<file path="src/nha_cfg.svh">
`ifndef NHA_CFG_SVH
`define NHA_CFG_SVH

// Clock and link timing
`define NHA_CLK_PERIOD_NS 8
`define NHA_BIT_PERIOD_NS 9440
`define NHA_REPLY_MIN_BITS 9
`define NHA_TIMEOUT_US 5000
`define NHA_WDT_CYCLES 131072

// Contactless page map
`define NHA_PAGE_WRITE_FIRST 8'h02
`define NHA_PAGE_USER_LAST 8'he1
`define NHA_PAGE_CFG_LAST 8'he9
`define NHA_PAGE_SESS0_A 8'hec
`define NHA_PAGE_SESS0_B 8'hed
`define NHA_PAGE_SESS3_A 8'hf8
`define NHA_PAGE_SESS3_B 8'hf9
`define NHA_SECTOR_MAIN 8'h00
`define NHA_SECTOR_SESS 8'h03
`define NHA_MIRROR_SPAN 8'h0f
`define NHA_BLOCK_LAST_PAGE 2'h3
`define NHA_BLOCK_FIRST_PAGE 2'h0

// Reset values
`define NHA_FLAG_RST 1'b0

`endif

</file>
<file path="src/nha_pkg.sv">
package nha_pkg;
   typedef enum logic [2:0] {
      NHA_CMD_READ, NHA_CMD_FAST_READ, NHA_CMD_WRITE, NHA_CMD_FAST_WRITE,
      NHA_CMD_SECTOR_SELECT, NHA_CMD_HALT, NHA_CMD_OTHER
   } nha_nfc_cmd_e;
   typedef enum logic [1:0] {NHA_RSP_ACK, NHA_RSP_NAK, NHA_RSP_LOCK_NAK} nha_rsp_e;
   typedef enum logic [1:0] {NHA_REG_INVALID, NHA_REG_SESSION, NHA_REG_SRAM, NHA_REG_USER} nha_region_e;
   typedef enum logic [1:0] {NHA_OWN_IDLE, NHA_OWN_HOST, NHA_OWN_RF} nha_owner_e;
endpackage

</file>
<file path="src/nha_map_if.sv">
`timescale 1ns/1ns
`default_nettype none
interface nha_map_if;
   import nha_pkg::*;
   logic [7:0] page;
   logic [7:0] sector;
   logic is_write;
   logic mirror_on;
   logic [7:0] mirror_block;
   logic [7:0] prot_start;
   logic pwd_enabled;
   logic buf_protect;
   logic authenticated;
   nha_region_e region;
   logic allow;
   modport arb (output page, sector, is_write, mirror_on, mirror_block, prot_start, pwd_enabled,
      buf_protect, authenticated, input region, allow);
   modport map (input page, sector, is_write, mirror_on, mirror_block, prot_start, pwd_enabled,
      buf_protect, authenticated, output region, allow);
endinterface
`default_nettype wire

</file>
<file path="src/nha_reply_timer.sv">
`timescale 1ns/1ns
`default_nettype none
module nha_reply_timer #(
   parameter int MIN_CYCLES = 10620,
   parameter int TIMEOUT_CYCLES = 625000
) (
   // Clock and reset
   input wire logic ref_clk,
   input wire logic rst,
   // Frame events
   input wire logic frame_end,
   input wire logic reply_sent,
   // Window state
   output logic reply_ok,
   output logic timed_out
);
   localparam int CW = $clog2(TIMEOUT_CYCLES + 1);
   logic [CW-1:0] cnt_q;
   logic running_q;

   always_ff @(posedge ref_clk or posedge rst) begin
      if (rst) begin
         cnt_q <= '0;
         running_q <= 1'b0;
      end else if (frame_end) begin
         cnt_q <= '0;
         running_q <= 1'b1;
      end else if (running_q) begin
         cnt_q <= cnt_q + CW'(1);
         if (reply_sent || timed_out) begin
            running_q <= 1'b0;
         end
      end
   end

   assign reply_ok = running_q && (cnt_q >= CW'(MIN_CYCLES));
   assign timed_out = running_q && (cnt_q == CW'(TIMEOUT_CYCLES - 1));
endmodule
`default_nettype wire

</file>
<file path="src/nha_mirror_map.sv">
`timescale 1ns/1ns
`include "nha_cfg.svh"
`default_nettype none
module nha_mirror_map (
   // Page lookup
   nha_map_if.map m
);
   import nha_pkg::*;

   function automatic logic in_span(input logic [7:0] p, input logic [7:0] lo, input logic [7:0] hi);
      return (p >= lo) && (p <= hi);
   endfunction

   logic [7:0] sram_lo;
   logic [7:0] sram_hi;
   logic pwd_block;

   assign sram_lo = {m.mirror_block[5:0], `NHA_BLOCK_FIRST_PAGE};
   assign sram_hi = sram_lo + `NHA_MIRROR_SPAN;
   assign pwd_block = m.pwd_enabled && !m.authenticated;

   always_comb begin
      m.region = NHA_REG_INVALID;
      m.allow = 1'b0;
      if (m.sector == `NHA_SECTOR_MAIN) begin
         if (m.mirror_on && in_span(m.page, sram_lo, sram_hi)) begin
            m.region = NHA_REG_SRAM;
            m.allow = !(m.is_write && m.buf_protect && pwd_block);
         end else if (m.page <= `NHA_PAGE_CFG_LAST) begin
            m.region = NHA_REG_USER;
            // protected pages need auth to write
            m.allow = !m.is_write || ((m.page >= `NHA_PAGE_WRITE_FIRST)
               && !(in_span(m.page, m.prot_start, `NHA_PAGE_USER_LAST) && pwd_block));
         end else if (m.page == `NHA_PAGE_SESS0_A || m.page == `NHA_PAGE_SESS0_B) begin
            m.region = NHA_REG_SESSION;
            m.allow = 1'b1;
         end
      end else if (m.sector == `NHA_SECTOR_SESS) begin
         if (m.page == `NHA_PAGE_SESS3_A || m.page == `NHA_PAGE_SESS3_B) begin
            m.region = NHA_REG_SESSION;
            m.allow = 1'b1;
         end
      end
   end
endmodule
`default_nettype wire

</file>
<file path="src/nha_arbiter.sv">
// Operation
// - Reply to a reader frame no sooner than nine bit periods; reader times out at 5 ms.
// - Only one interface owns memory at a time, first requester wins.
// - Host and contactless lock flags both read 0 after power-on.
// - Host owning memory: reader may read session registers and sector select; else special NAK.
// - Contactless owning memory: host gets only register access, everything else NACKed.
// - Arbitration applies only while pass-through is disabled.
// - Own address after START in IDLE or HALT sets host lock.
// - Host clears its lock at transaction end, else the watchdog clears it.
// - Reader memory access only while host lock is clear.
// - Valid reader memory command sets contactless lock; host then limited to registers.
// - Contactless lock clears on reset, field loss, HALT or command completion.
// - Reader reading last message page sets the message read flag.
// - Mirror enabled by its setting, never together with pass-through.
// - Mirror maps 64-byte buffer at four times the mirror block setting.
// - Mirror password guarded when authentication and buffer protect are both enabled.
// - Mirror reachable only while main supply is present.
// - Pages from protection start to E1h readable, writable after authentication.
`timescale 1ns/1ns
`include "nha_cfg.svh"
`default_nettype none
module nha_arbiter #(
   parameter int BIT_PERIOD_NS = `NHA_BIT_PERIOD_NS,
   parameter int REPLY_MIN_CYCLES = (`NHA_REPLY_MIN_BITS * BIT_PERIOD_NS + `NHA_CLK_PERIOD_NS - 1)
      / `NHA_CLK_PERIOD_NS,
   parameter int TIMEOUT_CYCLES = (`NHA_TIMEOUT_US * 1000) / `NHA_CLK_PERIOD_NS,
   parameter int WDT_CYCLES = `NHA_WDT_CYCLES
) (
   // Clock and reset
   input wire logic ref_clk,
   input wire logic rst,
   // Power sources
   input wire logic vcc_present,
   input wire logic field_present,
   // Configuration
   input wire logic passthrough_enable,
   input wire logic mirror_enable,
   input wire logic [7:0] mirror_block,
   input wire logic [7:0] message_last_block,
   input wire logic buffer_password_protect,
   input wire logic [7:0] protection_start_page,
   input wire logic pwd_auth_enable,
   input wire logic authenticated,
   // Contactless command side
   input wire logic nfc_idle_or_halt,
   input wire logic nfc_active,
   input wire logic nfc_cmd_valid,
   input wire nha_pkg::nha_nfc_cmd_e nfc_cmd,
   input wire logic [7:0] nfc_page,
   input wire logic [7:0] nfc_end_page,
   input wire logic [7:0] nfc_sector,
   input wire logic nfc_cmd_done,
   output logic nfc_resp_valid,
   output nha_pkg::nha_rsp_e nfc_resp_code,
   output logic nfc_resp_sram,
   // Host side
   input wire logic i2c_start_addr,
   input wire logic i2c_release,
   input wire logic i2c_cmd_valid,
   input wire logic i2c_cmd_reg,
   output logic i2c_ack,
   output logic i2c_nack,
   // Status
   input wire logic message_read_done_clr,
   output logic host_lock_flag,
   output logic contactless_side_lock_flag,
   output logic message_read_done_flag,
   output logic mirror_active
);
   import nha_pkg::*;

   localparam int WW = $clog2(WDT_CYCLES + 1);

   nha_map_if map_bus();

   nha_owner_e owner_q;
   nha_owner_e owner_d;
   logic host_lock_q;
   logic rf_lock_q;
   logic [WW-1:0] wdt_q;
   logic wdt_expired;
   logic arb_on;
   logic mem_cmd;
   logic read_cmd;
   logic write_cmd;
   logic rf_req;
   logic host_req;
   logic rf_clear;
   logic host_clear;
   logic halt_cmd;
   nha_rsp_e rsp_d;
   logic rsp_needed;
   logic rsp_pend_q;
   nha_rsp_e rsp_code_q;
   logic rsp_sram_q;
   logic resp_valid_q;
   nha_rsp_e resp_code_q;
   logic resp_sram_q;
   logic reply_ok;
   logic reply_timeout;
   logic reply_fire;
   logic [7:0] last_page;
   logic msg_set;
   logic msg_done_q;
   logic i2c_ack_q;
   logic i2c_nack_q;

   assign arb_on = !passthrough_enable;

   assign mirror_active = mirror_enable && !passthrough_enable && vcc_present;

   assign map_bus.page = nfc_page;
   assign map_bus.sector = nfc_sector;
   assign map_bus.is_write = write_cmd;
   assign map_bus.mirror_on = mirror_active;
   assign map_bus.mirror_block = mirror_block;
   assign map_bus.prot_start = protection_start_page;
   assign map_bus.pwd_enabled = pwd_auth_enable;
   assign map_bus.buf_protect = buffer_password_protect;
   assign map_bus.authenticated = authenticated;

   nha_mirror_map u_map (
      .m(map_bus.map)
   );

   assign read_cmd = (nfc_cmd == NHA_CMD_READ) || (nfc_cmd == NHA_CMD_FAST_READ);
   assign write_cmd = (nfc_cmd == NHA_CMD_WRITE) || (nfc_cmd == NHA_CMD_FAST_WRITE);
   assign mem_cmd = read_cmd || write_cmd;
   assign halt_cmd = nfc_cmd_valid && (nfc_cmd == NHA_CMD_HALT);

   // reader memory access only while host lock clear
   // valid memory command claims the memory
   assign rf_req = arb_on && nfc_cmd_valid && nfc_active && mem_cmd && map_bus.allow
      && (map_bus.region != NHA_REG_SESSION) && (owner_q != NHA_OWN_HOST);

   // own address after START while reader is idle or halted
   assign host_req = arb_on && i2c_start_addr && nfc_idle_or_halt && (owner_q != NHA_OWN_RF);

   // field loss, HALT or completion ends contactless ownership
   assign rf_clear = !field_present || halt_cmd || nfc_cmd_done;

   // host release or watchdog ends host ownership
   assign wdt_expired = (owner_q == NHA_OWN_HOST) && (wdt_q == WW'(WDT_CYCLES - 1));
   assign host_clear = i2c_release || wdt_expired;

   always_comb begin
      owner_d = owner_q;
      case (owner_q)
         NHA_OWN_IDLE: begin
            if (rf_req) begin
               owner_d = NHA_OWN_RF;
            end else if (host_req) begin
               owner_d = NHA_OWN_HOST;
            end
         end
         NHA_OWN_HOST: begin
            // New address outranks a release in the same cycle
            if (!host_req && host_clear) begin
               owner_d = NHA_OWN_IDLE;
            end
         end
         NHA_OWN_RF: begin
            if (!rf_req && rf_clear) begin
               owner_d = NHA_OWN_IDLE;
            end
         end
         default: begin
            owner_d = NHA_OWN_IDLE;
         end
      endcase
   end

   always_ff @(posedge ref_clk or posedge rst) begin
      if (rst) begin
         owner_q <= NHA_OWN_IDLE;
         host_lock_q <= `NHA_FLAG_RST;
         rf_lock_q <= `NHA_FLAG_RST;
      end else begin
         owner_q <= owner_d;
         host_lock_q <= (owner_d == NHA_OWN_HOST);
         rf_lock_q <= (owner_d == NHA_OWN_RF);
      end
   end

   // watchdog restarts on each fresh address
   always_ff @(posedge ref_clk or posedge rst) begin
      if (rst) begin
         wdt_q <= '0;
      end else if (owner_q != NHA_OWN_HOST || host_req) begin
         wdt_q <= '0;
      end else begin
         wdt_q <= wdt_q + WW'(1);
      end
   end

   // Answer chosen at the frame end, held until the holdoff passes
   always_comb begin
      rsp_d = NHA_RSP_NAK;
      rsp_needed = 1'b0;
      if (nfc_cmd == NHA_CMD_SECTOR_SELECT) begin
         rsp_needed = 1'b1;
         // sector select stays open to the reader
         rsp_d = nfc_active ? NHA_RSP_ACK : NHA_RSP_NAK;
      end else if (mem_cmd) begin
         rsp_needed = 1'b1;
         if (map_bus.region == NHA_REG_SESSION && read_cmd) begin
            rsp_d = NHA_RSP_ACK;
         end else if (owner_q == NHA_OWN_HOST) begin
            rsp_d = NHA_RSP_LOCK_NAK;
         end else if (map_bus.allow && map_bus.region != NHA_REG_SESSION && nfc_active) begin
            rsp_d = NHA_RSP_ACK;
         end
      end
   end

   nha_reply_timer #(
      .MIN_CYCLES(REPLY_MIN_CYCLES),
      .TIMEOUT_CYCLES(TIMEOUT_CYCLES)
   ) u_timer (
      .ref_clk(ref_clk),
      .rst(rst),
      .frame_end(nfc_cmd_valid),
      .reply_sent(reply_fire),
      .reply_ok(reply_ok),
      .timed_out(reply_timeout)
   );

   // never before the holdoff
   // A fresh frame drops a stale answer, which would break its holdoff
   assign reply_fire = rsp_pend_q && reply_ok && !nfc_cmd_valid;

   always_ff @(posedge ref_clk or posedge rst) begin
      if (rst) begin
         rsp_pend_q <= 1'b0;
         rsp_code_q <= NHA_RSP_NAK;
         rsp_sram_q <= 1'b0;
      end else if (nfc_cmd_valid) begin
         rsp_pend_q <= rsp_needed;
         rsp_code_q <= rsp_d;
         rsp_sram_q <= (map_bus.region == NHA_REG_SRAM);
      end else if (reply_fire || reply_timeout) begin
         // A late answer would be past the reader's timeout
         rsp_pend_q <= 1'b0;
      end
   end

   always_ff @(posedge ref_clk or posedge rst) begin
      if (rst) begin
         resp_valid_q <= 1'b0;
         resp_code_q <= NHA_RSP_NAK;
         resp_sram_q <= 1'b0;
      end else begin
         resp_valid_q <= reply_fire;
         if (reply_fire) begin
            resp_code_q <= rsp_code_q;
            resp_sram_q <= rsp_sram_q;
         end
      end
   end

   // last page of the final message block
   assign last_page = {message_last_block[5:0], `NHA_BLOCK_LAST_PAGE};
   assign msg_set = nfc_cmd_valid && read_cmd && (rsp_d == NHA_RSP_ACK)
      && (message_last_block != 8'h00) && (nfc_page <= last_page) && (nfc_end_page >= last_page);

   // Set wins over a clear in the same cycle
   always_ff @(posedge ref_clk or posedge rst) begin
      if (rst) begin
         msg_done_q <= `NHA_FLAG_RST;
      end else if (msg_set) begin
         msg_done_q <= 1'b1;
      end else if (message_read_done_clr) begin
         msg_done_q <= 1'b0;
      end
   end

   // only register access acked while the reader owns memory; memory commands NACKed
   always_ff @(posedge ref_clk or posedge rst) begin
      if (rst) begin
         i2c_ack_q <= 1'b0;
         i2c_nack_q <= 1'b0;
      end else begin
         i2c_ack_q <= i2c_cmd_valid && (i2c_cmd_reg || owner_q != NHA_OWN_RF);
         i2c_nack_q <= i2c_cmd_valid && !i2c_cmd_reg && (owner_q == NHA_OWN_RF);
      end
   end

   assign nfc_resp_valid = resp_valid_q;
   assign nfc_resp_code = resp_code_q;
   assign nfc_resp_sram = resp_sram_q;
   assign i2c_ack = i2c_ack_q;
   assign i2c_nack = i2c_nack_q;
   assign host_lock_flag = host_lock_q;
   assign contactless_side_lock_flag = rf_lock_q;
   assign message_read_done_flag = msg_done_q;
endmodule
`default_nettype wire

</file>
<file path="config.mk">
export PLATFORM = sky130hd
export DESIGN_NAME = nha_arbiter
export DESIGN_NICKNAME = d
export VERILOG_FILES = /design/src/nha_pkg.sv /design/src/nha_map_if.sv /design/src/nha_reply_timer.sv /design/src/nha_mirror_map.sv /design/src/nha_arbiter.sv
export VERILOG_INCLUDE_DIRS = /design/src /design/src/src
export SDC_FILE = /design/constraint.sdc
export NUM_CORES = 1
export LEC_CHECK = 0
export BUFFER_PORTS_ARGS = -buffer_cell sky130_fd_sc_hd__buf_2
export CELL_PAD_IN_SITES_DETAIL_PLACEMENT = 0
export CELL_PAD_IN_SITES_GLOBAL_PLACEMENT = 1
export CORE_ASPECT_RATIO = 2
export CORE_MARGIN = 10
export CORE_UTILIZATION = 37
export DETAILED_ROUTE_END_ITERATION = 10
export PLACE_DENSITY_LB_ADDON = 0.25
export SYNTH_ARGS = -nofsm -noshare
export SYNTH_HDL_FRONTEND = slang
export SYNTH_SLANG_ARGS = --single-unit
export TNS_END_PERCENT = 20
</file>
<file path="constraint.sdc">
create_clock -name ref_clk -period 1.9 [get_ports ref_clk]
set_clock_uncertainty 0.2 [all_clocks]
set_input_delay 0.19 -clock ref_clk [delete_from_list [all_inputs] [get_ports ref_clk]]
set_output_delay 0.19 -clock ref_clk [all_outputs]
set_load 0.03 [all_outputs]
</file>
[Word level (Yosys, flattened, before mapping)]
Index checks and enable logic that the tools add are counted.
Storage, ports and cells
  output and inout port bits: 10
  input bits: 69
  word-level logic and storage cells: 151
  flip-flop bits (word level): 54
Operators by class
  equality and inequality tests: 21
  muxes and demuxes: 35
  order comparisons: 9
  reduce and logical (&&, ||, !) cells: 68
  add/sub/neg operators: 3
Operator list (number)
  20-bit two-way mux: 2
  1-bit logical AND: 38
  8-bit equality test (second input constant): 4
  8-bit >= comparator: 3
  2-bit two-way mux: 12
  20-bit by 1-bit adder with 20-bit output (second input constant): 1
  20-bit equality test (second input constant): 1
  20-bit by 14-bit >= comparator with 1-bit output (second input constant): 1
  1-bit two-way mux: 19
  18-bit by 1-bit adder with 18-bit output (second input constant): 1
  18-bit by 17-bit equality test with 1-bit output (second input constant): 1
  18-bit two-way mux: 1
  8-bit less-or-equal comparator: 2
  8-bit less-or-equal comparator (second input constant): 2
  1-bit logical OR: 12
  1-bit logical NOT: 10
  8-bit by 4-bit adder with 8-bit output (second input constant): 1
  8-bit by 2-bit equality test with 1-bit output (second input constant): 1
  8-bit by 2-bit >= comparator with 1-bit output (second input constant): 1
  8-bit logical NOT: 1
  8-bit nonzero test: 1
  2-bit by 1-bit equality test with 1-bit output (second input constant): 3
  2-bit equality test (second input constant): 3
  3-bit by 2-bit equality test with 1-bit output (second input constant): 2
  8 further kinds: 13

[Logic depth before layout (Yosys ltp)]
Gate-level depths: netlist (run 1).
  depth after elaboration: 22
  mapped depth: 12
  gate-level depth less buffers: 12

[By module]
From an unflattened synthesis (run 1), not the netlist that was laid out.
Unflattened totals
  cells, all modules: 401
  area, all modules: 3624.7 um^2
Modules (own cells, without submodules)
  nha_arbiter: area an instance 1789.2 um^2, cells each 184, times used 1, sequential area each 828.3 um^2
  nha_reply_timer: area an instance 1133.6 um^2, cells each 123, times used 1, sequential area each 525.5 um^2
  nha_mirror_map: area an instance 701.9 um^2, cells each 94, times used 1, sequential area each 0.0 um^2

[Worst setup path before layout (run 1)]
Ideal clock, no wire load.
  kind: input -> register
  start: input port mirror_block[0]
  end: register rsp_code_q[1]
  setup slack: -0.664 ns
  data required time: 1.575 ns
  setup time: 0.125 ns
  stages: 12
  path buffers: 0
  data arrival time: 2.240 ns
  cells stage by stage: inv_1 > ha_1 > nor3_1 > xnor2_1 > ha_1 > nand4_1 > o221ai_1 > o41ai_2 > a31oi_1 > o221ai_1 > and4b_1 > mux2_2
On the way
  cells in the longest elaborated chain, start to end: 11
  elaborated cells on any way between the ends: 12
  classes of those cells: add/sub: 1; order compare: 2; eq/ne: 1; mux: 5; reduce/logical: 3
Ends and longest elaborated chain
  start: declaration: RTL line nha_arbiter.sv:38  | input wire logic [7:0] mirror_block,
  8-bit by 4-bit adder with 8-bit output (no source line)
  8-bit less-or-equal comparator: RTL line nha_mirror_map.sv:11  | return (p >= lo) && (p <= hi);
  1-bit logical AND (*): RTL line nha_mirror_map.sv:11
  1-bit logical AND (*): RTL line nha_mirror_map.sv:26  | if (m.mirror_on && in_span(m.page, sram_lo, sram_hi)) begin
  2-bit two-way mux (*): RTL line nha_mirror_map.sv:26
  2-bit two-way mux (*): RTL line nha_mirror_map.sv:25  | if (m.sector == `NHA_SECTOR_MAIN) begin
  2-bit by 1-bit equality test with 1-bit output (*): RTL line nha_arbiter.sv:206  | if (map_bus.region == NHA_REG_SESSION && read_cmd) begin
  1-bit logical AND (*): RTL line nha_arbiter.sv:206
  2-bit two-way mux (*): RTL line nha_arbiter.sv:206
  2-bit two-way mux (*): RTL line nha_arbiter.sv:204  | end else if (mem_cmd) begin
  2-bit two-way mux (*): RTL line nha_arbiter.sv:200  | if (nfc_cmd == NHA_CMD_SECTOR_SELECT) begin
  end signal: assignment: RTL line nha_arbiter.sv:239  | rsp_code_q <= rsp_d;
  end: declaration: RTL line nha_arbiter.sv:94  | nha_rsp_e rsp_code_q;
Every way passes the cells marked *; elsewhere a longest branch is shown, timed or not.
A chain may end at the register's enable or synchronous reset.

[Worst setup path in the final report (run 1)]
  start: input port mirror_block[1]
  end: register rsp_code_q[1]
The elaborated chain is that of the path after synthesis.

==> results of run 1 <==
## kinds of logic (layout without fill, tap and decap cells)
| family | count (synthesis) | count (layout) | synth area share, % |
|---|---|---|---|
| muxes | 5 | 5 | 1.54 |
| AOI/OAI and AO/OA | 73 | 73 | 13.7 |
| adders and majority gates | 36 | 36 | 12.6 |
| DFF | 54 | 54 | 37.8 |
| buffers and inverters | 43 | 198 | 4.54 |
| xor gates and xnor gates | 32 | 32 | 7.82 |
| and+or+nand+nor | 157 | 157 | 22.0 |
## worst max path at each step
stage                         start                                 end  slack, ns  cells after the start
detailed placement  mirror_block[1]  message_read_done_flag$_DFFE_PP0P_      -0.95                     13
floorplan           mirror_block[1]           rsp_code_q[1]$_DFFE_PP0P_      -0.52                     12
global route        mirror_block[1]  message_read_done_flag$_DFFE_PP0P_      -0.60                     13
CTS                 mirror_block[1]  message_read_done_flag$_DFFE_PP0P_      -0.58                     13
global placement    mirror_block[1]           rsp_code_q[1]$_DFFE_PP0P_      -0.86                     13
finish              mirror_block[1]           rsp_code_q[1]$_DFFE_PP0P_      -0.48                     13
## registers in the layout, indices dropped and copies added, names as in the netlist
signal and flops:
rsp_code_q 2, nfc_resp_code 2, i2c_nack 1, host_lock_flag 1, i2c_ack 1, message_read_done_flag 1, u_timer.cnt_q 20, owner_q 2
u_timer.running_q 1, nfc_resp_valid 1, contactless_side_lock_flag 1, wdt_q 18, rsp_sram_q 1, rsp_pend_q 1, nfc_resp_sram 1
## what timing repair did
| item | 4_1_cts | 5_1_grt |
|---|---|---|
| hold endpoints to repair | 31 | 0 |
| endpoints found under the setup margin | 24 | 28 |
| setup buffers | 3 | 0 |
| gates resized for setup | 22 | 7 |
| pin swaps | 25 | 13 |
| cloned | 0 | 0 |
| hold buffers | 6 | 0 |
## critical path, delay by kind of cell
| family | cells | cell delay, ns |
|---|---|---|
| AOI/OAI and AO/OA | 4 | 0.76 |
| xor gates and xnor gates | 1 | 0.13 |
| adders and majority gates | 2 | 0.42 |
| buffers and inverters | 3 | 0.23 |
| muxes | 1 | 0.26 |
| and+or+nand+nor | 2 | 0.37 |
## cells in the mapped netlist (3+ instances only)
cell,instances
a211oi_1,3
a21o_1,3
a21oi_1,23
and3_1,7
clkbuf_1,5
dfrtp_1,52
ha_1,36
inv_1,33
mux2_1,3
nand2_1,30
nand3_1,15
nand4_1,13
nand4b_1,3
nor2_1,54
nor3_1,4
nor4_1,4
o211ai_1,5
o21ai_0,7
o21ai_1,10
o32ai_1,3
or3_1,10
xnor2_1,9
xor2_1,23
## metal layers
layer  GRT usage (%)  vias to the layer above  routed length [um]
li1                -                     1726                   -
met1            15.3                     1634                3770
met2            27.4                       69                5880
met3            2.46                       11                 375
met4            6.33                        0                 222
met5               0                        -                   0
## power by group through the flow
| stage | combinational, W | sequential, W | clock [W] |
|---|---|---|---|
| after floorplan | 0.000245 | 0.00122 | 0 |
| after global placement | 0.000499 | 0.00121 | 0 |
| after detailed placement | 0.000511 | 0.00121 | 0 |
| after CTS | 0.000550 | 0.00119 | 0.00108 |
| after global routing | 0.000610 | 0.00119 | 0.00112 |
| final | 0.000545 | 0.00119 | 0.00105 |
## final cells by class
class / count / share of cell area [%]
clock inverter: 2 / 0.767
multi-input combinational: 303 / 43.3
timing repair buffer: 155 / 20.4
clock buffer: 6 / 2.55
inverter: 35 / 2.94
tap: 130 / 3.22
sequential: 54 / 26.8
## through the flow
step | util [%] | hold slack (ns) | cells | area [um2]
after floorplan | - | 0.0614 | 400 | 3620
after global placement | 49.5 | 0.118 | 669 | 4680
after detailed placement | 49.5 | 0.128 | 669 | 4680
after CTS | 53.2 | 0.00377 | 685 | 5030
after global routing | 53.5 | 0.0159 | 685 | 5060
final | 53.5 | 0.0124 | 685 | 5060
==> impl_metrics.env, run 1 <==
export IMPL_area_growth_pct=41.1
export IMPL_ys_seq_elements=54
export IMPL_cts_sinks=54
export IMPL_ant_nets=0
export IMPL_path_cells="buf_12 > inv_12 > ha_4 > buf_6 > xor2_1 > ha_1 > nand4_1 > o221ai_2 > o41ai_4 > a31oi_1 > o221ai_1 > and4b_1 > mux2_4"
export IMPL_synth_top_cell_by_area="dfrtp_1"
export IMPL_drt_wl_total_um=10200
export IMPL_r2r_start="u_timer.cnt_q[4]$_DFFE_PP0P_"
export IMPL_cpPeakStageDelay_ns=0.27
export IMPL_yosys_top_cells_area="dfrtp_1 36%, ha_1 13%, nor2_1 5.7%, xor2_1 5.6%, inv_1 3.5%"
export IMPL_holdPathEnd="owner_q[1]$_DFF_PP0_"
export IMPL_ys_async_sr_fraction_pct=100
export IMPL_io_buffers=76
export IMPL_setup_violations=17
export IMPL_critPathCaptureType="register"
export IMPL_wl_per_cell_um=15.0
export IMPL_first_iter_violations=104
export IMPL_grt_pass1_wl_um=17000
export IMPL_yosysWarnings=0
export IMPL_antenna_found_initial=0
export IMPL_clock_latency_ns=0.30
export IMPL_core_area_um2=9450
export IMPL_maxCapViolCount=0
export IMPL_drive_gt1_share_pct=34.2
export IMPL_dr_pass1_iters=4
export IMPL_viasPerCell=5.02
export IMPL_syn_avg_cell_area_um2=8.96
export IMPL_synth_top_cell_area_share_pct=36.3
export IMPL_register_area_um2=1350
export IMPL_comb_power_share_pct=19.6
export IMPL_clkPwrFrac_pct=37.8
export IMPL_internal_power_w=0.00206
export IMPL_clockBufferDepth=2
export IMPL_rsz0062_at_grt="true"
export IMPL_rrSetupSlack_ns=-0.11
export IMPL_p_switching_w=0.000725
export IMPL_worst_r2r_cell_count=8
export IMPL_htreeDepth=2
export IMPL_dpl_worst_slack_ns=-0.946
export IMPL_die_w_um=89.6
export IMPL_layout_commonest_cell="buf_2"
export IMPL_pwr_density_cell_nw_per_um2=550
export IMPL_path_class="input port to register"
export IMPL_cts_tree="built"
export IMPL_cts_root_buffer="clkbuf_16"
export IMPL_mostFrequentLayoutCells="74 x buf_2, 70 x buf_4, 52 x dfrtp_1, 50 x nor2_1, 35 x ha_1"
export IMPL_worst_slew_pin_slew_ns=0.664
export IMPL_fin_nets=659
export IMPL_worstPathMaxFanout=4
export IMPL_drc=0
export IMPL_fillers=900
export IMPL_overflow=0
export IMPL_multi_input_comb_area_um2=2190
export IMPL_diodes=0
export IMPL_clk_pin_slew_worst_paths_ns=0.07
export IMPL_synth_ff_type="dfrtp_1"
export IMPL_yosysSeqAreaShare_pct=37.8
export IMPL_ir_drop_mv=0.401
export IMPL_min_path_cells=3
export IMPL_grt_usage_pct=14.8
export IMPL_syn_inst=400
export IMPL_die_area_um2=14300
export IMPL_hold_start="field_present"
export IMPL_grt_max_degree=31
export IMPL_initial_core_util_pct=37.9
export IMPL_crit_arrival_ns=2.36
export IMPL_tns_ns=-3.28
export IMPL_crit_required_ns=1.88
export IMPL_syn_nets=505
export IMPL_netSwitchingFraction_pct=26.0
export IMPL_synth_edff_count=0
export IMPL_reg2reg_to="nfc_resp_code[1]$_DFFE_PP0P_"
export IMPL_fp_row_count=50
export IMPL_run_status="complete, but fails checks"
export IMPL_relSlewSlack_pct=55.7
export IMPL_setup_slack_ns=-0.478
export IMPL_cts_buffers_inserted=5
export IMPL_post_dp_hpwl_um=8360
export IMPL_report_final_slew_viol_count=0
export IMPL_vias=3440
export IMPL_fp_dieH_um=159
export IMPL_violations="negative setup slack"
export IMPL_grt_pass1_vias=3781
export IMPL_ioPinCount=79
export IMPL_yosysUniqueCellTypes=58
export IMPL_finalHoldViolations=0
export IMPL_layout_min_cycle_time_ns=2.38
export IMPL_synth_area_um2=3580
export IMPL_p_total_w=0.00278
export IMPL_max_freq_mhz=421
export IMPL_leakagePower_nw=2.45
export IMPL_slowest_stage="ha_1"
export IMPL_holdCritPathClass="input port to register"
export IMPL_gp_congestion=0.907
export IMPL_seq_power_share_pct=42.7
export IMPL_startpoint_type="input port"
export IMPL_period_share_pct=125
Note: power is estimated with default switching activity, not from simulation.
==> inputs of run 2 (changes only) <==
--- a/config.mk
+++ b/config.mk
@@ -12,9 +12,10 @@
 export CORE_ASPECT_RATIO = 2
 export CORE_MARGIN = 10
 export CORE_UTILIZATION = 37
+export CTS_CLUSTER_DIAMETER = 80
 export DETAILED_ROUTE_END_ITERATION = 10
 export PLACE_DENSITY_LB_ADDON = 0.25
 export SYNTH_ARGS = -nofsm -noshare
 export SYNTH_HDL_FRONTEND = slang
 export SYNTH_SLANG_ARGS = --single-unit
-export TNS_END_PERCENT = 20
+export TNS_END_PERCENT = 1
==> impl_metrics.env, run 2 (synthesis gave the netlist of run 1 again) <==
export IMPL_run_status="complete, but fails checks"
export IMPL_violations="negative setup slack"
export IMPL_crit_required_ns=1.89
export IMPL_setup_violations=16
export IMPL_tns_ns=-4.35
export IMPL_worstPathMaxFanout=4
export IMPL_cts_tree="built"
export IMPL_fin_nets=668
export IMPL_viasPerCell=5.01
export IMPL_path_class="input port to register"
export IMPL_drc=0
export IMPL_antenna_found_initial=0
export IMPL_p_total_w=0.00274
export IMPL_cts_sinks=54
export IMPL_report_final_slew_viol_count=0
export IMPL_fillers=886
export IMPL_period_share_pct=130
export IMPL_maxCapViolCount=0
export IMPL_pwr_density_cell_nw_per_um2=524
export IMPL_vias=3474
export IMPL_ir_drop_mv=0.342
export IMPL_rsz0062_at_grt="true"
export IMPL_initial_core_util_pct=37.9
export IMPL_ioPinCount=79
export IMPL_grt_use_met2_pct=30.0
export IMPL_busiest_layer="met2"
export IMPL_crit_arrival_ns=2.45
export IMPL_relSlewSlack_pct=70.2
export IMPL_final_cell_area_um2=5230
export IMPL_critPathCaptureType="register"
export IMPL_htreeDepth=2
export IMPL_gp_congestion=0.880
export IMPL_dr_pass1_iters=6
export IMPL_drt_wl_total_um=10500
export IMPL_io_buffers=76
export IMPL_first_iter_violations=133
export IMPL_holdCritPathClass="input port to register"
export IMPL_largest_reg_flops=20
export IMPL_cts_buffers_inserted=5
export IMPL_fp_dieH_um=159
export IMPL_stdcell_count=694
export IMPL_die_area_um2=14300
export IMPL_dp_cells=672
export IMPL_grt_usage_pct=15.8
export IMPL_diodes=0
export IMPL_layout_min_cycle_time_ns=2.46
export IMPL_clockBufferDepth=2
export IMPL_post_dp_hpwl_um=8620
export IMPL_overflow=0
export IMPL_wl_per_cell_um=15.2
export IMPL_reg_top3="u_timer.cnt_q: 20 flops, wdt_q: 18 flops"
export IMPL_mostFrequentLayoutCells="76 x buf_4, 74 x buf_2, 52 x dfrtp_1, 49 x nor2_1, 34 x ha_1"
export IMPL_max_freq_mhz=406
export IMPL_place_area_um2=4710
export IMPL_core_area_um2=9450
export IMPL_grt_pass1_vias=3888
export IMPL_met1_usage_pct=15.3
export IMPL_fp_row_count=50
export IMPL_cts_root_buffer="clkbuf_16"
export IMPL_worst_slew_pin_slew_ns=0.445
export IMPL_clock_latency_ns=0.30
export IMPL_layout_commonest_cell="buf_4"
export IMPL_use_met3_pct=2.81
export IMPL_setup_slack_ns=-0.564
export IMPL_grt_max_degree=55
export IMPL_post_route_util_pct=55.3
export IMPL_area_growth_pct=45.8
export IMPL_drive_gt1_share_pct=38.7
export IMPL_grt_pass1_wl_um=18100
export IMPL_leakagePower_nw=2.51
export IMPL_startpoint_type="input port"
export IMPL_clk_pin_slew_worst_paths_ns=0.07
export IMPL_finalHoldViolations=0
export IMPL_ant_nets=0
export IMPL_die_w_um=89.6
export IMPL_top_register="u_timer.cnt_q"
==> run 2: cell types whose count changed in the layout (fill, tap and decap cells not counted), sizes merged <==
| cell | previous run | this run |
|---|---|---|
| clkinv | 2 | 3 |
| bufinv | 1 | 0 |
| buf | 149 | 158 |
==> run 2: worst paths after layout <==
path	startpoint	end	slack [ns]	depth (start not counted)
max in group asynchronous	rst	nfc_resp_code[0]$_DFFE_PP1P_	0.93	4
worst min-delay path	field_present	owner_q[1]$_DFF_PP0_	0.01	3
worst max register to register	u_timer.cnt_q[4]$_DFFE_PP0P_	nfc_resp_sram$_DFFE_PP0P_	-0.12	8
worst min register to register	owner_q[1]$_DFF_PP0_	host_lock_flag$_DFF_PP0_	0.30	1
min in group asynchronous	rst	u_timer.cnt_q[12]$_DFFE_PP0P_	0.27	4
worst max-delay path	mirror_block[1]	rsp_code_q[1]$_DFFE_PP0P_	-0.56	14
==> run 2: area by class of cell <==
class	instances	area, um2	area share (%)
Clock buffer	6	139	2.66
Clock inverter	2	17.5	0.335
Inverter	35	149	2.85
Multi-Input combinational cell	303	2280	43.7
Sequential cell	54	1350	25.9
Tap cell	130	163	3.11
Timing Repair Buffer	164	1120	21.5
==> run 2: per-layer routing <==
layer	vias up	wire length (um)
met5	-	0
met4	0	374
met3	17	433
met2	95	6100
met1	1618	3620
li1	1744	-
==> run 2: critical path, stage by stage <==
cell and delay [ns]:
buf_12 0.10, inv_12 0.03, ha_4 0.16, buf_6 0.11, xor2_2 0.13, ha_1 0.28
nand4_1 0.12, buf_4 0.16, o221ai_4 0.18, o41ai_4 0.14, a31oi_2 0.23, o221ai_2 0.13
and4b_1 0.22, mux2_4 0.26
==> run 2: power breakdown <==
group | leakage (nW) | switching [W] | total [W] | internal, W
logic | 1.70 | 0.000303 | 0.000592 | 0.000289
clock network | 0.0770 | 0.000427 | 0.000957 | 0.000530
registers | 0.732 | 0.0000152 | 0.00119 | 0.00117
==> run 2: stage by stage <==
stage / hold WS [ns] / worst slack [ns]
global placement: 0.0646 / -0.877
global route: 0.00519 / -0.656
CTS: 0.00132 / -0.595
floorplan: 0.0614 / -0.520
detailed placement: 0.0675 / -0.986
finish: 0.0105 / -0.564
==> run 2: what timing repair did <==
| action | CTS | global route |
|---|---|---|
| setup endpoints to repair | 24 | 30 |
| endpoints found under the hold margin | 56 | 0 |
| pin swaps | 22 | 11 |
| gates resized for setup | 28 | 23 |
| setup buffers | 7 | 1 |
| hold buffers | 6 | 0 |
==> inputs of run 3 (changes only) <==
--- a/config.mk
+++ b/config.mk
@@ -17,5 +17,6 @@
 export PLACE_DENSITY_LB_ADDON = 0.25
 export SYNTH_ARGS = -nofsm -noshare
 export SYNTH_HDL_FRONTEND = slang
+export SYNTH_HIERARCHICAL = 1
 export SYNTH_SLANG_ARGS = --single-unit
 export TNS_END_PERCENT = 1
==> impl_metrics.env, run 3 <==
export IMPL_run_status="complete, but fails checks"
export IMPL_violations="negative setup slack"
export IMPL_yosysUniqueCellTypes=56
export IMPL_core_area_um2=9640
export IMPL_path_class="input port to register"
export IMPL_cts_buffers_inserted=5
export IMPL_area_growth_pct=37.3
export IMPL_initial_core_util_pct=37.6
export IMPL_path_cells="buf_8 > inv_12 > ha_4 > nor3_2 > xnor2_1 > ha_1 > a21oi_1 > a21boi_1 > o22ai_1 > o311a_4 > mux2i_1 > o21ai_1 > a21oi_2 > o22ai_2 > a31oi_1 > nor3_1"
export IMPL_clockBufferDepth=2
export IMPL_slowest_stage="ha_1"
export IMPL_synth_area_um2=3620
export IMPL_clkPwrFrac_pct=37.3
export IMPL_place_area_um2=4650
export IMPL_internal_power_w=0.00201
export IMPL_syn_nets=506
export IMPL_final_cell_area_um2=4980
export IMPL_layout_min_cycle_time_ns=2.60
export IMPL_register_area_um2=1360
export IMPL_setup_violations=15
export IMPL_vias=3489
export IMPL_fp_row_count=51
export IMPL_hold_ws_ns=0.0724
export IMPL_cpPeakStageDelay_ns=0.28
export IMPL_report_final_slew_viol_count=0
export IMPL_wl_per_cell_um=16.3
export IMPL_seq_power_share_pct=44.1
export IMPL_grt_pass1_vias=3839
export IMPL_antenna_found_initial=0
export IMPL_startpoint_type="input port"
export IMPL_yosys_top_cells_area="dfrtp_1 36%, ha_1 12%, xor2_1 4.6%, nor2_1 3.9%, inv_1 3.5%"
export IMPL_fillers=911
export IMPL_drt_wl_total_um=11000
export IMPL_htreeDepth=2
export IMPL_holdCritPathClass="input port to register"
export IMPL_ys_async_sr_fraction_pct=100
export IMPL_io_buffers=76
export IMPL_clock_latency_ns=0.29
export IMPL_synth_top_cells_by_count="52 x dfrtp_1, 38 x nor2_1, 36 x ha_1, 34 x inv_1, 26 x nand2_1"
export IMPL_leakagePower_nw=2.39
export IMPL_crit_arrival_ns=2.58
export IMPL_largest_reg_flops=20
export IMPL_crit_buf_inv=2
export IMPL_die_w_um=90.0
export IMPL_overflow=0
export IMPL_critPathCaptureType="register"
export IMPL_period_share_pct=137
export IMPL_netSwitchingFraction_pct=25.1
export IMPL_dr_pass1_iters=4
export IMPL_yosysSeqAreaShare_pct=37.3
export IMPL_setup_slack_ns=-0.702
export IMPL_rsz0062_at_grt="true"
export IMPL_first_iter_violations=103
export IMPL_pwr_density_cell_nw_per_um2=538
export IMPL_layout_commonest_cell="buf_2"
export IMPL_syn_avg_cell_area_um2=9.04
export IMPL_ioPinCount=79
export IMPL_drc=0
export IMPL_ir_drop_mv=0.407
export IMPL_cts_tree="built"
export IMPL_p_switching_w=0.000672
export IMPL_clk_pin_slew_worst_paths_ns=0.07
export IMPL_yosysWarnings=6
export IMPL_post_route_util_pct=51.6
export IMPL_fin_nets=650
export IMPL_grt_max_degree=34
export IMPL_synth_top_cell_area_share_pct=35.9
export IMPL_maxCapViolCount=0
export IMPL_reg_top3="u_timer/cnt_q: 20 flops, wdt_q: 18 flops"
export IMPL_cts_sinks=54
export IMPL_ys_seq_elements=54
export IMPL_diodes=0
export IMPL_worstPathMaxFanout=3
export IMPL_top_register="u_timer/cnt_q"
export IMPL_post_dp_hpwl_um=9280
export IMPL_max_freq_mhz=384
export IMPL_cts_root_buffer="clkbuf_16"
export IMPL_synth_ff_type="dfrtp_1"
export IMPL_grt_usage_pct=15.6
export IMPL_syn_inst=401
export IMPL_mostFrequentLayoutCells="74 x buf_2, 57 x buf_4, 51 x dfrtp_1, 38 x nor2_1, 34 x ha_1"
export IMPL_ant_nets=0
export IMPL_relSlewSlack_pct=71.3
export IMPL_multi_input_comb_area_um2=2200
export IMPL_worst_slew_pin_slew_ns=0.430
export IMPL_finalHoldViolations=0
export IMPL_critical_path_top_delay_family="compound AO/OA/AOI/OAI gates"
export IMPL_viasPerCell=5.15
export IMPL_grt_pass1_wl_um=18400
export IMPL_gp_congestion=0.903
export IMPL_comb_power_share_pct=18.5
export IMPL_die_area_um2=14400
export IMPL_fp_dieH_um=160
export IMPL_synth_edff_count=0
export IMPL_drive_gt1_share_pct=31.5
export IMPL_synth_top_cell_by_area="dfrtp_1"
export IMPL_yosysMostFrequentCell="dfrtp_1"
export IMPL_crit_required_ns=1.87
-- run 3: changes by cell type after synthesis, moves of 5 or more --
cell      change
o211ai_1      -5
o21ai_1       -9
o21ai_0      +15
o22ai_1       +5
nor3_1        +5
nor2b_1       +5
nor2_1       -16
-- run 3: power by group through the flow --
stage                     combinational (W)  clock [W]  sequential [W]
after floorplan                    0.000228          0         0.00121
after global placement             0.000467          0         0.00120
after detailed placement           0.000481          0         0.00120
after CTS                          0.000502    0.00102         0.00118
after global routing               0.000562    0.00106         0.00118
final                              0.000496    0.00100         0.00118
-- run 3: kinds of logic (layout without fill, tap and decap cells) --
logic type	count (synthesis)	after routing	synth area share, %
buffers and inverters	41	186	4.42
adders and majority gates	36	36	12.4
DFF	54	54	37.3
AOI/OAI and AO/OA	81	81	14.6
muxes	3	3	0.828
and+or+nand+nor	158	158	23.6
xor gates and xnor gates	28	28	6.77
-- run 3: stage by stage --
step | instances | total power (W) | setup TNS [ns] | setup slack, ns
2_1_floorplan | 401 | 0.00144 | -4.55 | -0.673
3_3_place_gp | 661 | 0.00167 | -8.19 | -1.03
3_5_place_dp | 661 | 0.00169 | -9.06 | -1.10
4_1_cts | 678 | 0.00271 | -5.21 | -0.671
5_1_grt | 678 | 0.00281 | -7.40 | -0.910
6_report | 678 | 0.00268 | -5.25 | -0.702
-- run 3: worst reg2reg max path, cell delays in order, from the launching register on --
cell and delay, ns:
dfrtp_1 0.37, ha_2 0.18, o211a_1 0.17, or4b_4 0.51, or3_1 0.33, a21oi_1 0.12
-- run 3: path summary, 6_finish.rpt --
kind                                         startpoint                                    to  slack, ns  cells after the start
setup / recovery                        mirror_block[1]    message_read_done_flag$_DFFE_PP0P_      -0.70                     16
hold / removal                               nfc_cmd[0]  contactless_side_lock_flag$_DFF_PP0_       0.07                      4
setup reg to reg           u_timer/cnt_q[0]$_DFFE_PP0P_         u_timer/cnt_q[14]$_DFFE_PP0P_      -0.05                      5
hold reg to reg            nfc_resp_code[0]$_DFFE_PP1P_          nfc_resp_code[0]$_DFFE_PP1P_       0.26                      2
max in group asynchronous                           rst             rsp_code_q[0]$_DFFE_PP1P_       0.79                      4
min in group asynchronous                           rst         u_timer/cnt_q[12]$_DFFE_PP0P_       0.31                      4
-- run 3: final cells by class --
cell class,count,share of cell area [%]
flip-flops and latches,54,27.2
inverters,34,2.92
clock buffers,8,3.34
multi-input cells,306,44.1
repair buffers,144,19.1
well taps,132,3.32
-- run 3: what timing repair did --
item,in CTS,in global routing
hold buffers,7,0
pin swaps,13,6
buffers inserted,2,0
setup endpoints to repair,21,21
gates resized for setup,17,8
hold endpoints to repair,58,0
-- run 3: per-layer routing --
metal,vias up,share of wire [%],global-route usage [%]
met4,0,2.8,6.84
met2,86,61,33.3
met3,20,3.4,2.63
met1,1660,33,13.0
li1,1723,-,-
met5,-,0,0
